## config.mk

```make
export PLATFORM = sky130hd
export DESIGN_NAME = lcg_gate_select
export DESIGN_NICKNAME = d
export VERILOG_FILES = /design/src/include/lcg_pkg.sv /design/src/include/lcg_cfg_if.sv /design/src/logic/lcg_gate_stage.sv /design/src/logic/lcg_gate_select.sv
export SDC_FILE = /design/constraint.sdc
export NUM_CORES = 1
export LEC_CHECK = 0
export ABC_AREA = 1
export BUFFER_PORTS_ARGS = -buffer_cell sky130_fd_sc_hd__buf_2
export CAP_MARGIN = 20
export CELL_PAD_IN_SITES_DETAIL_PLACEMENT = 1
export CELL_PAD_IN_SITES_GLOBAL_PLACEMENT = 1
export CORE_AREA = 2 2 139 128
export DETAILED_ROUTE_END_ITERATION = 16
export DIE_AREA = 0 0 141 130
export HOLD_SLACK_MARGIN = 0.06
export PLACE_DENSITY = 0.82
export SYNTH_ARGS = -nofsm -noshare
export SYNTH_HDL_FRONTEND = slang
export SYNTH_SLANG_ARGS = --single-unit
```

## constraint.sdc

```tcl
create_clock -name aclk -period 1.5 [get_ports aclk]
set_input_delay 0.075 -clock aclk [delete_from_list [all_inputs] [get_ports aclk]]
set_output_delay 0.075 -clock aclk [all_outputs]
set_load 0.005 [all_outputs]
```

## src/include/lcg_pkg.sv

```systemverilog
// package: register map, field layout and constants of the gate input select stage
// Notes on behaviour
// - The gate 3/4 enable register is 16 bits, gate 4 in bits 15:8 and gate 3 in bits 7:0, all read/write.
// - A set true-form enable passes its data source unchanged into its gate, a clear one keeps it out.
// - A set negated-form enable passes the inverse of its data source into its gate, a clear one keeps it out.
// - Within a gate byte the enables run from source 4 down to source 1, true bit above negated bit, gate 4 source 4 true at bit 15.
// - Gate 3 uses the same order in the low byte, source 4 true at bit 7 and source 1 negated at bit 0.
// - In the gate 1/2 enable register gate 1 fills bits 7:0 in the same order, source 4 true at bit 7.
// - In the gate 1/2 enable register gate 2 source 1 true sits at bit 9 and source 1 negated at bit 8.
// - The gate 1/2 enable register is a 16-bit register at its own offset just below the gate 3/4 register.
// - Each gate output passes a per-gate polarity control that inverts it when set.
// - Each of the four data sources is chosen by its own 3-bit select field among pins, peripheral outputs and clocks.
package lcg_pkg;
  localparam int unsigned      NUM_GATES    = 4;
  localparam int unsigned      NUM_SOURCES  = 4;
  localparam int unsigned      SEL_W        = 3;
  localparam int unsigned      SEL_INPUTS   = 8;
  localparam int unsigned      REG_W        = 16;
  localparam int unsigned      GATE_BITS    = 8;
  localparam int unsigned      ADDR_W       = 14;
  localparam logic [11:0]      OFF_POLARITY = 12'h48a;
  localparam logic [11:0]      OFF_SELECT   = 12'h48c;
  localparam logic [11:0]      OFF_GATE12   = 12'h490;
  localparam logic [11:0]      OFF_GATE34   = 12'h492;
  // offsets are register indices; the bus byte address is four times the index
  localparam logic [ADDR_W-1:0] ADDR_POLARITY = {OFF_POLARITY, 2'b00};
  localparam logic [ADDR_W-1:0] ADDR_SELECT   = {OFF_SELECT, 2'b00};
  localparam logic [ADDR_W-1:0] ADDR_GATE12   = {OFF_GATE12, 2'b00};
  localparam logic [ADDR_W-1:0] ADDR_GATE34   = {OFF_GATE34, 2'b00};
  localparam logic [15:0]      RST_ENABLES  = 16'h0000;
  localparam logic [15:0]      RST_SELECT   = 16'h0000;
  localparam logic [3:0]       RST_POLARITY = 4'h0;
  localparam int unsigned      SEL_STRIDE   = 4;
  localparam logic [1:0]       RESP_OKAY    = 2'b00;
  localparam logic [1:0]       RESP_SLVERR  = 2'b10;
endpackage

```

## src/include/lcg_cfg_if.sv

```systemverilog
// interface: configuration carried from the register file to the gate stage
`timescale 1ns/10ps
interface lcg_cfg_if;
  import lcg_pkg::*;
  logic [REG_W-1:0] gate12_input_enables;
  logic [REG_W-1:0] gate34_input_enables;
  logic [REG_W-1:0] source_select;
  logic [3:0]       gate_polarity;
  modport regs (output gate12_input_enables, output gate34_input_enables,
                output source_select, output gate_polarity);
  modport gates (input gate12_input_enables, input gate34_input_enables,
                 input source_select, input gate_polarity);
endinterface

```

## src/logic/lcg_gate_stage.sv

```systemverilog
// gate stage: source muxes, true/negated enables, or gates and polarity
`timescale 1ns/10ps
module lcg_gate_stage
  import lcg_pkg::*;
(
  input  wire logic                  aclk,
  input  wire logic                  aresetn,
  input  wire logic                  clk_en,
  lcg_cfg_if.gates                   cfg,
  input  wire logic [SEL_INPUTS-1:0] src_in [NUM_SOURCES],
  output logic      [NUM_SOURCES-1:0] source_data,
  output logic      [NUM_GATES-1:0]  gate_out
);
  logic [2*REG_W-1:0]     all_en;
  logic [NUM_GATES-1:0]   next_gate_out;
  logic [NUM_SOURCES-1:0] ds;

  assign all_en = {cfg.gate34_input_enables, cfg.gate12_input_enables};

  genvar s;
  generate
    for (s = 0; s < NUM_SOURCES; s++) begin : g_src
      assign ds[s] = src_in[s][cfg.source_select[s*SEL_STRIDE +: SEL_W]];
    end
  endgenerate

  always_comb begin
    logic                 acc;
    logic [GATE_BITS-1:0] gb;
    acc           = 1'b0;
    gb            = '0;
    next_gate_out = '0;
    for (int g = 0; g < NUM_GATES; g++) begin
      acc = 1'b0;
      gb  = all_en[g*GATE_BITS +: GATE_BITS];
      for (int k = 0; k < NUM_SOURCES; k++) begin
        // source k: true at bit 2k+1, negated at bit 2k
        acc = acc | (gb[2*k+1] & ds[k]);
        acc = acc | (gb[2*k] & ~ds[k]);
      end
      next_gate_out[g] = acc ^ cfg.gate_polarity[g];
    end
  end

  always_ff @(posedge aclk) begin
    if (!aresetn) begin
      gate_out    <= '0;
      source_data <= '0;
    end else if (clk_en) begin
      gate_out    <= next_gate_out;
      source_data <= ds;
    end
  end

  AST_POLARITY_INVERT: assert property (@(posedge aclk) disable iff (!aresetn)
    clk_en && all_en[GATE_BITS-1:0] == '0 |=> gate_out[0] == $past(cfg.gate_polarity[0]))
    else $error("gate 1 with no inputs does not follow polarity");
  AST_TRUE_PASS: assert property (@(posedge aclk) disable iff (!aresetn)
    clk_en && all_en[15:8] == 8'h02 && !cfg.gate_polarity[1] |=> gate_out[1] == $past(ds[0]))
    else $error("gate 2 true source 1 not passed");
  AST_NEG_PASS: assert property (@(posedge aclk) disable iff (!aresetn)
    clk_en && all_en[31:24] == 8'h40 && !cfg.gate_polarity[3] |=> gate_out[3] == !$past(ds[3]))
    else $error("gate 4 negated source 4 not passed");
  AST_GATE3_ORDER: assert property (@(posedge aclk) disable iff (!aresetn)
    clk_en && all_en[23:16] == 8'h81 && !cfg.gate_polarity[2]
      |=> gate_out[2] == ($past(ds[3]) | !$past(ds[0])))
    else $error("gate 3 bit order wrong");
  AST_GATE4_TOP: assert property (@(posedge aclk) disable iff (!aresetn)
    clk_en && all_en[31:24] == 8'h80 && !cfg.gate_polarity[3] |=> gate_out[3] == $past(ds[3]))
    else $error("gate 4 source 4 true not at top bit");
  AST_GATE1_TOP: assert property (@(posedge aclk) disable iff (!aresetn)
    clk_en && all_en[7:0] == 8'h80 && !cfg.gate_polarity[0] |=> gate_out[0] == $past(ds[3]))
    else $error("gate 1 source 4 true not at bit 7");
  AST_GATE2_NEG1: assert property (@(posedge aclk) disable iff (!aresetn)
    clk_en && all_en[15:8] == 8'h01 && !cfg.gate_polarity[1] |=> gate_out[1] == !$past(ds[0]))
    else $error("gate 2 source 1 negated not at bit 8");
  AST_SOURCE_MUX: assert property (@(posedge aclk) disable iff (!aresetn)
    clk_en |=> source_data[1] == $past(src_in[1][cfg.source_select[6:4]]))
    else $error("source 2 select wrong");
  AST_OR_ZERO: assert property (@(posedge aclk) disable iff (!aresetn)
    clk_en && all_en[23:16] == '0 && !cfg.gate_polarity[2] |=> !gate_out[2])
    else $error("gate 3 not zero with no input");
endmodule

```

## src/logic/lcg_gate_select.sv

```systemverilog
// top: axi4-lite register file and gate input selection stage
`timescale 1ns/10ps
module lcg_gate_select
  import lcg_pkg::*;
(
  input  wire logic                  aclk,
  input  wire logic                  aresetn,
  input  wire logic                  clk_en,
  input  wire logic [ADDR_W-1:0]     s_axi_awaddr,
  input  wire logic [2:0]            s_axi_awprot,
  input  wire logic                  s_axi_awvalid,
  output logic                       s_axi_awready,
  input  wire logic [31:0]           s_axi_wdata,
  input  wire logic [3:0]            s_axi_wstrb,
  input  wire logic                  s_axi_wvalid,
  output logic                       s_axi_wready,
  output logic [1:0]                 s_axi_bresp,
  output logic                       s_axi_bvalid,
  input  wire logic                  s_axi_bready,
  input  wire logic [ADDR_W-1:0]     s_axi_araddr,
  input  wire logic [2:0]            s_axi_arprot,
  input  wire logic                  s_axi_arvalid,
  output logic                       s_axi_arready,
  output logic [31:0]                s_axi_rdata,
  output logic [1:0]                 s_axi_rresp,
  output logic                       s_axi_rvalid,
  input  wire logic                  s_axi_rready,
  input  wire logic [SEL_INPUTS-1:0] src_in [NUM_SOURCES],
  output logic [NUM_SOURCES-1:0]     source_data,
  output logic [NUM_GATES-1:0]       gate_out
);
  lcg_cfg_if cfg ();

  logic [REG_W-1:0] gate12_input_enables, next_gate12;
  logic [REG_W-1:0] gate34_input_enables, next_gate34;
  logic [REG_W-1:0] source_select, next_select;
  logic [3:0]       gate_polarity, next_polarity;
  logic             aw_held, next_aw_held, w_held, next_w_held;
  logic [ADDR_W-1:0] aw_addr, next_aw_addr;
  logic [31:0]      w_data, next_w_data;
  logic [3:0]       w_strb, next_w_strb;
  logic             next_bvalid, next_rvalid;
  logic [1:0]       next_bresp, next_rresp;
  logic [31:0]      next_rdata;
  logic             do_write;
  logic [REG_W-1:0] wmask;

  assign cfg.gate12_input_enables = gate12_input_enables;
  assign cfg.gate34_input_enables = gate34_input_enables;
  assign cfg.source_select        = source_select;
  assign cfg.gate_polarity        = gate_polarity;

  assign s_axi_awready = !aw_held && !s_axi_bvalid;
  assign s_axi_wready  = !w_held && !s_axi_bvalid;
  assign s_axi_arready = !s_axi_rvalid;
  assign wmask = {{GATE_BITS{w_strb[1]}}, {GATE_BITS{w_strb[0]}}};
  assign do_write = aw_held && w_held;

  always_comb begin
    next_aw_held  = aw_held;
    next_w_held   = w_held;
    next_aw_addr  = aw_addr;
    next_w_data   = w_data;
    next_w_strb   = w_strb;
    next_bvalid   = s_axi_bvalid;
    next_bresp    = s_axi_bresp;
    next_gate12   = gate12_input_enables;
    next_gate34   = gate34_input_enables;
    next_select   = source_select;
    next_polarity = gate_polarity;
    if (s_axi_awvalid && s_axi_awready) begin
      next_aw_held = 1'b1;
      next_aw_addr = s_axi_awaddr;
    end
    if (s_axi_wvalid && s_axi_wready) begin
      next_w_held = 1'b1;
      next_w_data = s_axi_wdata;
      next_w_strb = s_axi_wstrb;
    end
    if (do_write) begin
      next_aw_held = 1'b0;
      next_w_held  = 1'b0;
      next_bvalid  = 1'b1;
      next_bresp   = RESP_OKAY;
      if (aw_addr == ADDR_GATE12) begin
        next_gate12 = (gate12_input_enables & ~wmask) | (w_data[15:0] & wmask);
      end else if (aw_addr == ADDR_GATE34) begin
        next_gate34 = (gate34_input_enables & ~wmask) | (w_data[15:0] & wmask);
      end else if (aw_addr == ADDR_SELECT) begin
        next_select = (source_select & ~wmask) | (w_data[15:0] & wmask);
      end else if (aw_addr == ADDR_POLARITY) begin
        if (w_strb[0]) begin
          next_polarity = w_data[3:0];
        end
      end else begin
        next_bresp = RESP_SLVERR;
      end
    end else if (s_axi_bvalid && s_axi_bready) begin
      next_bvalid = 1'b0;
    end
  end

  always_comb begin
    next_rvalid = s_axi_rvalid;
    next_rdata  = s_axi_rdata;
    next_rresp  = s_axi_rresp;
    if (s_axi_arvalid && s_axi_arready) begin
      next_rvalid = 1'b1;
      next_rresp  = RESP_OKAY;
      next_rdata  = '0;
      if (s_axi_araddr == ADDR_GATE12) begin
        next_rdata[15:0] = gate12_input_enables;
      end else if (s_axi_araddr == ADDR_GATE34) begin
        next_rdata[15:0] = gate34_input_enables;
      end else if (s_axi_araddr == ADDR_SELECT) begin
        next_rdata[15:0] = source_select;
      end else if (s_axi_araddr == ADDR_POLARITY) begin
        next_rdata[3:0] = gate_polarity;
      end else begin
        next_rresp = RESP_SLVERR;
      end
    end else if (s_axi_rvalid && s_axi_rready) begin
      next_rvalid = 1'b0;
    end
  end

  always_ff @(posedge aclk) begin
    if (!aresetn) begin
      gate12_input_enables <= RST_ENABLES;
      gate34_input_enables <= RST_ENABLES;
      source_select        <= RST_SELECT;
      gate_polarity        <= RST_POLARITY;
      aw_held              <= 1'b0;
      w_held               <= 1'b0;
      aw_addr              <= '0;
      w_data               <= '0;
      w_strb               <= '0;
      s_axi_bvalid         <= 1'b0;
      s_axi_bresp          <= RESP_OKAY;
      s_axi_rvalid         <= 1'b0;
      s_axi_rdata          <= '0;
      s_axi_rresp          <= RESP_OKAY;
    end else if (clk_en) begin
      gate12_input_enables <= next_gate12;
      gate34_input_enables <= next_gate34;
      source_select        <= next_select;
      gate_polarity        <= next_polarity;
      aw_held              <= next_aw_held;
      w_held               <= next_w_held;
      aw_addr              <= next_aw_addr;
      w_data               <= next_w_data;
      w_strb               <= next_w_strb;
      s_axi_bvalid         <= next_bvalid;
      s_axi_bresp          <= next_bresp;
      s_axi_rvalid         <= next_rvalid;
      s_axi_rdata          <= next_rdata;
      s_axi_rresp          <= next_rresp;
    end
  end

  lcg_gate_stage u_stage (
    .aclk        (aclk),
    .aresetn     (aresetn),
    .clk_en      (clk_en),
    .cfg         (cfg.gates),
    .src_in      (src_in),
    .source_data (source_data),
    .gate_out    (gate_out)
  );

  AST_GATE34_WRITE: assert property (@(posedge aclk) disable iff (!aresetn)
    clk_en && do_write && aw_addr == ADDR_GATE34 && w_strb[1:0] == 2'b11
      |=> gate34_input_enables == $past(w_data[15:0]))
    else $error("gate 3/4 register write lost");
  AST_GATE12_WRITE: assert property (@(posedge aclk) disable iff (!aresetn)
    clk_en && do_write && aw_addr == ADDR_GATE12 && w_strb[1:0] == 2'b11
      |=> gate12_input_enables == $past(w_data[15:0]))
    else $error("gate 1/2 register write lost");
  AST_READ_BACK: assert property (@(posedge aclk) disable iff (!aresetn)
    clk_en && s_axi_arvalid && s_axi_arready && s_axi_araddr == ADDR_GATE34
      |=> s_axi_rvalid && s_axi_rdata == {16'h0000, $past(gate34_input_enables)})
    else $error("gate 3/4 readback wrong");
endmodule

```

Word level (Yosys, flattened, before mapping) --
Cells that the tools add are included.
Cells by class: $lt $le $gt $ge 4, equal/unequal tests 8, multiplexer cells 29, bitwise operators 79, reduce and logical (&&, ||, !) cells 28
Operators with widths (count):
- 14-bit by 13-bit equality test with 1-bit output (second input constant) | 8
- 16-bit AND | 4
- 16-bit OR | 3
- 1-bit AND | 32
- 16-bit 2-to-1 mux | 2
- 1-bit OR | 28
- 3-bit by 4-bit less-than comparator with 1-bit output (second input constant) | 4
- 2-bit 2-to-1 mux | 8
- 16-bit inverter | 1
- 2-bit AND reduction | 8
- 1-bit binary-select mux with 3-bit select | 4
- 1-bit 2-to-1 mux | 12
- 12-bit 2-to-1 mux | 1
- 1-bit logical AND | 8
- 4-bit 2-to-1 mux | 2
- 2-bit nonzero test | 4
- 1-bit inverter | 7
- 7-bit AND reduction | 1
- 5-bit AND reduction | 1
- 1-bit zero test | 4
- 4-bit AND reduction | 1
- 1-bit bitwise XOR | 4
- 3-bit AND reduction | 1
Word-level totals: bits in registers 116, bits of input ports 110, output and inout port bits 49, word-level logic and storage cells 164

Longest topological paths before layout --
depth after elaboration 12, depth in mapped cells 14, mapped depth without buffers 14

Modules after synthesis --
Synthesis repeated with hierarchy kept, for this count alone.
Second synthesis, totals: cell total of the unflattened synthesis 872, area total of the unflattened synthesis 5799.3 um2
By module, submodules not included:
- lcg_gate_select | instances 1, cells each 667, area an instance 4707.0 um2, sequential area each 2122.0 um2
- lcg_gate_stage | instances 1, cells each 205, area an instance 1092.3 um2, sequential area each 160.2 um2

Worst setup path before layout --
OpenSTA, ideal clock, no wires.
path type flip-flop to flip-flop, start register aw_addr[0], end register with a tool-made name, library setup time 0.117 ns, arrival 1.295 ns, required time 1.383 ns, path slack 0.088 ns, stages on the path, launching flop included 8, path buffers 1, clock period less this slack 1.412 ns, cell sequence dfxtp_1 > nor4_2 > nand3_1 > nor2_2 > nand2_2 > buf_6 > o21ai_1 > a21oi_1
RTL lines:
- from (decl) | RTL line lcg_gate_select.sv:39 | logic [ADDR_W-1:0] aw_addr, next_aw_addr;
- from (signal assigned) | RTL line lcg_gate_select.sv:150 | aw_addr <= next_aw_addr;

==> results.cfg <==
[timing]
tightest_slew_ns = 0.516
max_freq_mhz = 597
whs_ns = 0.0690
finalMaxSlewViolations = 0
setup_viol = 49
period_share_pct = 112
rsz0062_at_grt = true
hold_viol_final = 0
layout_setup_ws_ns = -0.175
fin_skew_ns = 0.0122
slew_headroom_pct = 65.6
finalCriticalPeriod_ns = 1.67

[pwr]
pwr-share-comb_pct = 10.3
ir_drop_uv = 873
netSwitchingPower_uw = 2090
clkPwrFrac_pct = 49.8
p_seq_share_pct = 40.0
p_int_uw = 6070
swShare_pct = 25.6
power_leakage_uw = 0.00373
powerDensity_nw_per_um2 = 955

[run]
drv_cap = 0

[clock_tree]
root_buffer = clkbuf_16
htree_levels = 4
cts_buffers = 17
cts_sinks = 114
clk_pin_slew_ns = 0.06
clk_latency_ns = 0.43
cts_tree = built
clk_path_buf_depth = 2

[floorplan]
coreArea_sq_um = 17100
io_pins = 159
fp.dieW_um = 141
dieArea_sq_um = 18300
initial_utilization_pct = 32.1
die_h_um = 130
rows = 46

[hold_path]
holdCritPathClass = in2reg

[critical_path]
cp_top_family = simple AND/OR/NAND/NOR gates
required_ns = 1.82
crit_path_cell_trace = inv_4 -> nand2_1 -> nand2_1 -> nand2_1 -> nand3_4 -> nand2_4 -> nand2_2 -> nand2_2 -> nor2_4 -> nand2_1 -> nand2_1 -> nand3_1 -> nand2_1 -> inv_1
cp-end-kind = register
crit_slowest_cell = dfxtp_4
critPathMaxStageDelay_ns = 0.36
worstSetupStartpointType = register
cp_max_fo = 5
crit_type = reg2reg
cp.buffers_inverters = 2
arrival_ns = 2.00
crit_top_cell = nand2_1

[route]
drtIter0Drc = 369
viasPerCell = 5.16
ant_nets = 0
top_layer_used = met4
drc = 0
wl_met2_um = 11900
first_pass_iters = 4
met1_length_um = 9400
wl_per_cell_um = 19.1
dr_wl_met3_um = 1330
route.vias.total = 6346
drt_wl_total_um = 23500

[grt]
grt.total_usage_pct = 21.5
grt_overflow_total = 0
grt_max_degree = 59
antenna_found_initial = 0
grt_pass1_vias = 6151
grt_pass1_wl_um = 31300

[synth]
netlist-cell-type-count = 32
synth.top_cells.by_count = nor2_1 (126), nand2_1 (123), dfxtp_1 (114)
synth_edf_count = 0
synth_area_leaders = dfxtp_1 (42%), nor2_1 (8.6%), nand2_1 (8.4%)
synth_top_area_cell = dfxtp_1
syn_area_sq_um = 5490
syn-mean-instance-area_sq_um = 6.95
syn_inst = 790
yosysSeqAreaShare_pct = 41.6
synth_top_cell_area_share_pct = 41.6
ys_warn_count = 0
synth.most_common_cell = nor2_1
synth_seq_cells = 114
synth_top_flop_cell = dfxtp_1
ys_async_sr_fraction_pct = 0

[finish]
drive_gt1_share_pct = 39.7
multi_input_area_sq_um = 3310
final_util_pct = 49.9
areaGrowthSynthToFinish_pct = 55.4
nets = 1111
n_fill_cell = 2080
regArea_sq_um = 2310
n_antenna_cell = 0

[status]
status = finished with violations
violations = negative setup slack

[placed_design]
post-dp-hpwl_um = 13100
io_buffers = 116
gp_routability_congestion = 0.811
worst min-delay path, cell delays in order:
cell and delay, ns:
buf_2 0.17, nand2_1 0.08, nand2_1 0.05, a21oi_1 0.05
cells by family after synthesis:
logic type | synth area share, %
AO/OA/AOI/OAI | 18.4
buffers and inverters | 12.3
flip-flops | 41.6
other | 0.0683
AND/OR/NAND/NOR | 27.7
routing by layer:
layer	vias to the layer above	GRT usage, %
met5	-	0
met4	0	7.35
met3	71	4.66
met2	255	38.0
met1	3054	26.3
li1	2966	-
path summary, 6_finish.rpt:
path,from,end,slack (ns),cells after the start
hold / removal,clk_en,s_axi_rvalid,0.07,4
setup / recovery,register,u_stage.gate_out[1],-0.17,14
setup reg to reg,register,u_stage.gate_out[1],-0.17,14
hold reg to reg,register,register,0.46,2
cell usage in the layout, fill, tap and decap left out, types with 37 or more instances in the layout:
| cell | count |
|---|---|
| dfxtp_1 | 99 |
| nor2_1 | 106 |
| buf_4 | 48 |
| nand3_1 | 37 |
| nand2_1 | 80 |
| inv_1 | 89 |
| a21oi_1 | 43 |
| buf_2 | 116 |
| o21ai_0 | 66 |
| nand2_2 | 37 |
cell type report:
class / instances / share of cell area (%)
timing repair buffer: 224 / 19.7
sequential: 114 / 27.1
multi-input combinational: 544 / 38.8
inverter: 100 / 4.51
tap: 216 / 3.17
clock buffer: 22 / 5.56
clock inverter: 9 / 1.25
per-stage QoR:
step | TNS (ns) | std cells | cell area, sq um | total power (uW) | setup slack, ns
finish | -3.76 | 1229 | 8540 | 8160 | -0.175
global route | -9.73 | 1229 | 8540 | 8430 | -0.270
detailed placement | -4.03 | 1149 | 6670 | 3940 | -0.159
floorplan | 0 | 807 | 5560 | 3630 | 0.0878
CTS | -0.299 | 1217 | 7860 | 8030 | -0.0304
global placement | -1.97 | 1149 | 6670 | 3920 | -0.125
timing repair:
action,in CTS,in global routing
pin swaps,17,34
endpoints found under the hold margin,34,0
cloned,0,3
buffers inserted,3,9
hold buffers,34,0
gates resized for setup,64,170
endpoints found under the setup margin,40,56
power groups by stage:
stage / Clock, uW / Sequential (uW) / Combinational, uW
2_1_floorplan: 0 / 3260 / 368
3_3_place_gp: 0 / 3280 / 638
3_5_place_dp: 0 / 3290 / 656
4_1_cts: 4040 / 3230 / 759
5_1_grt: 4230 / 3270 / 930
6_report: 4060 / 3260 / 838
(Power assumes the default switching activity.)
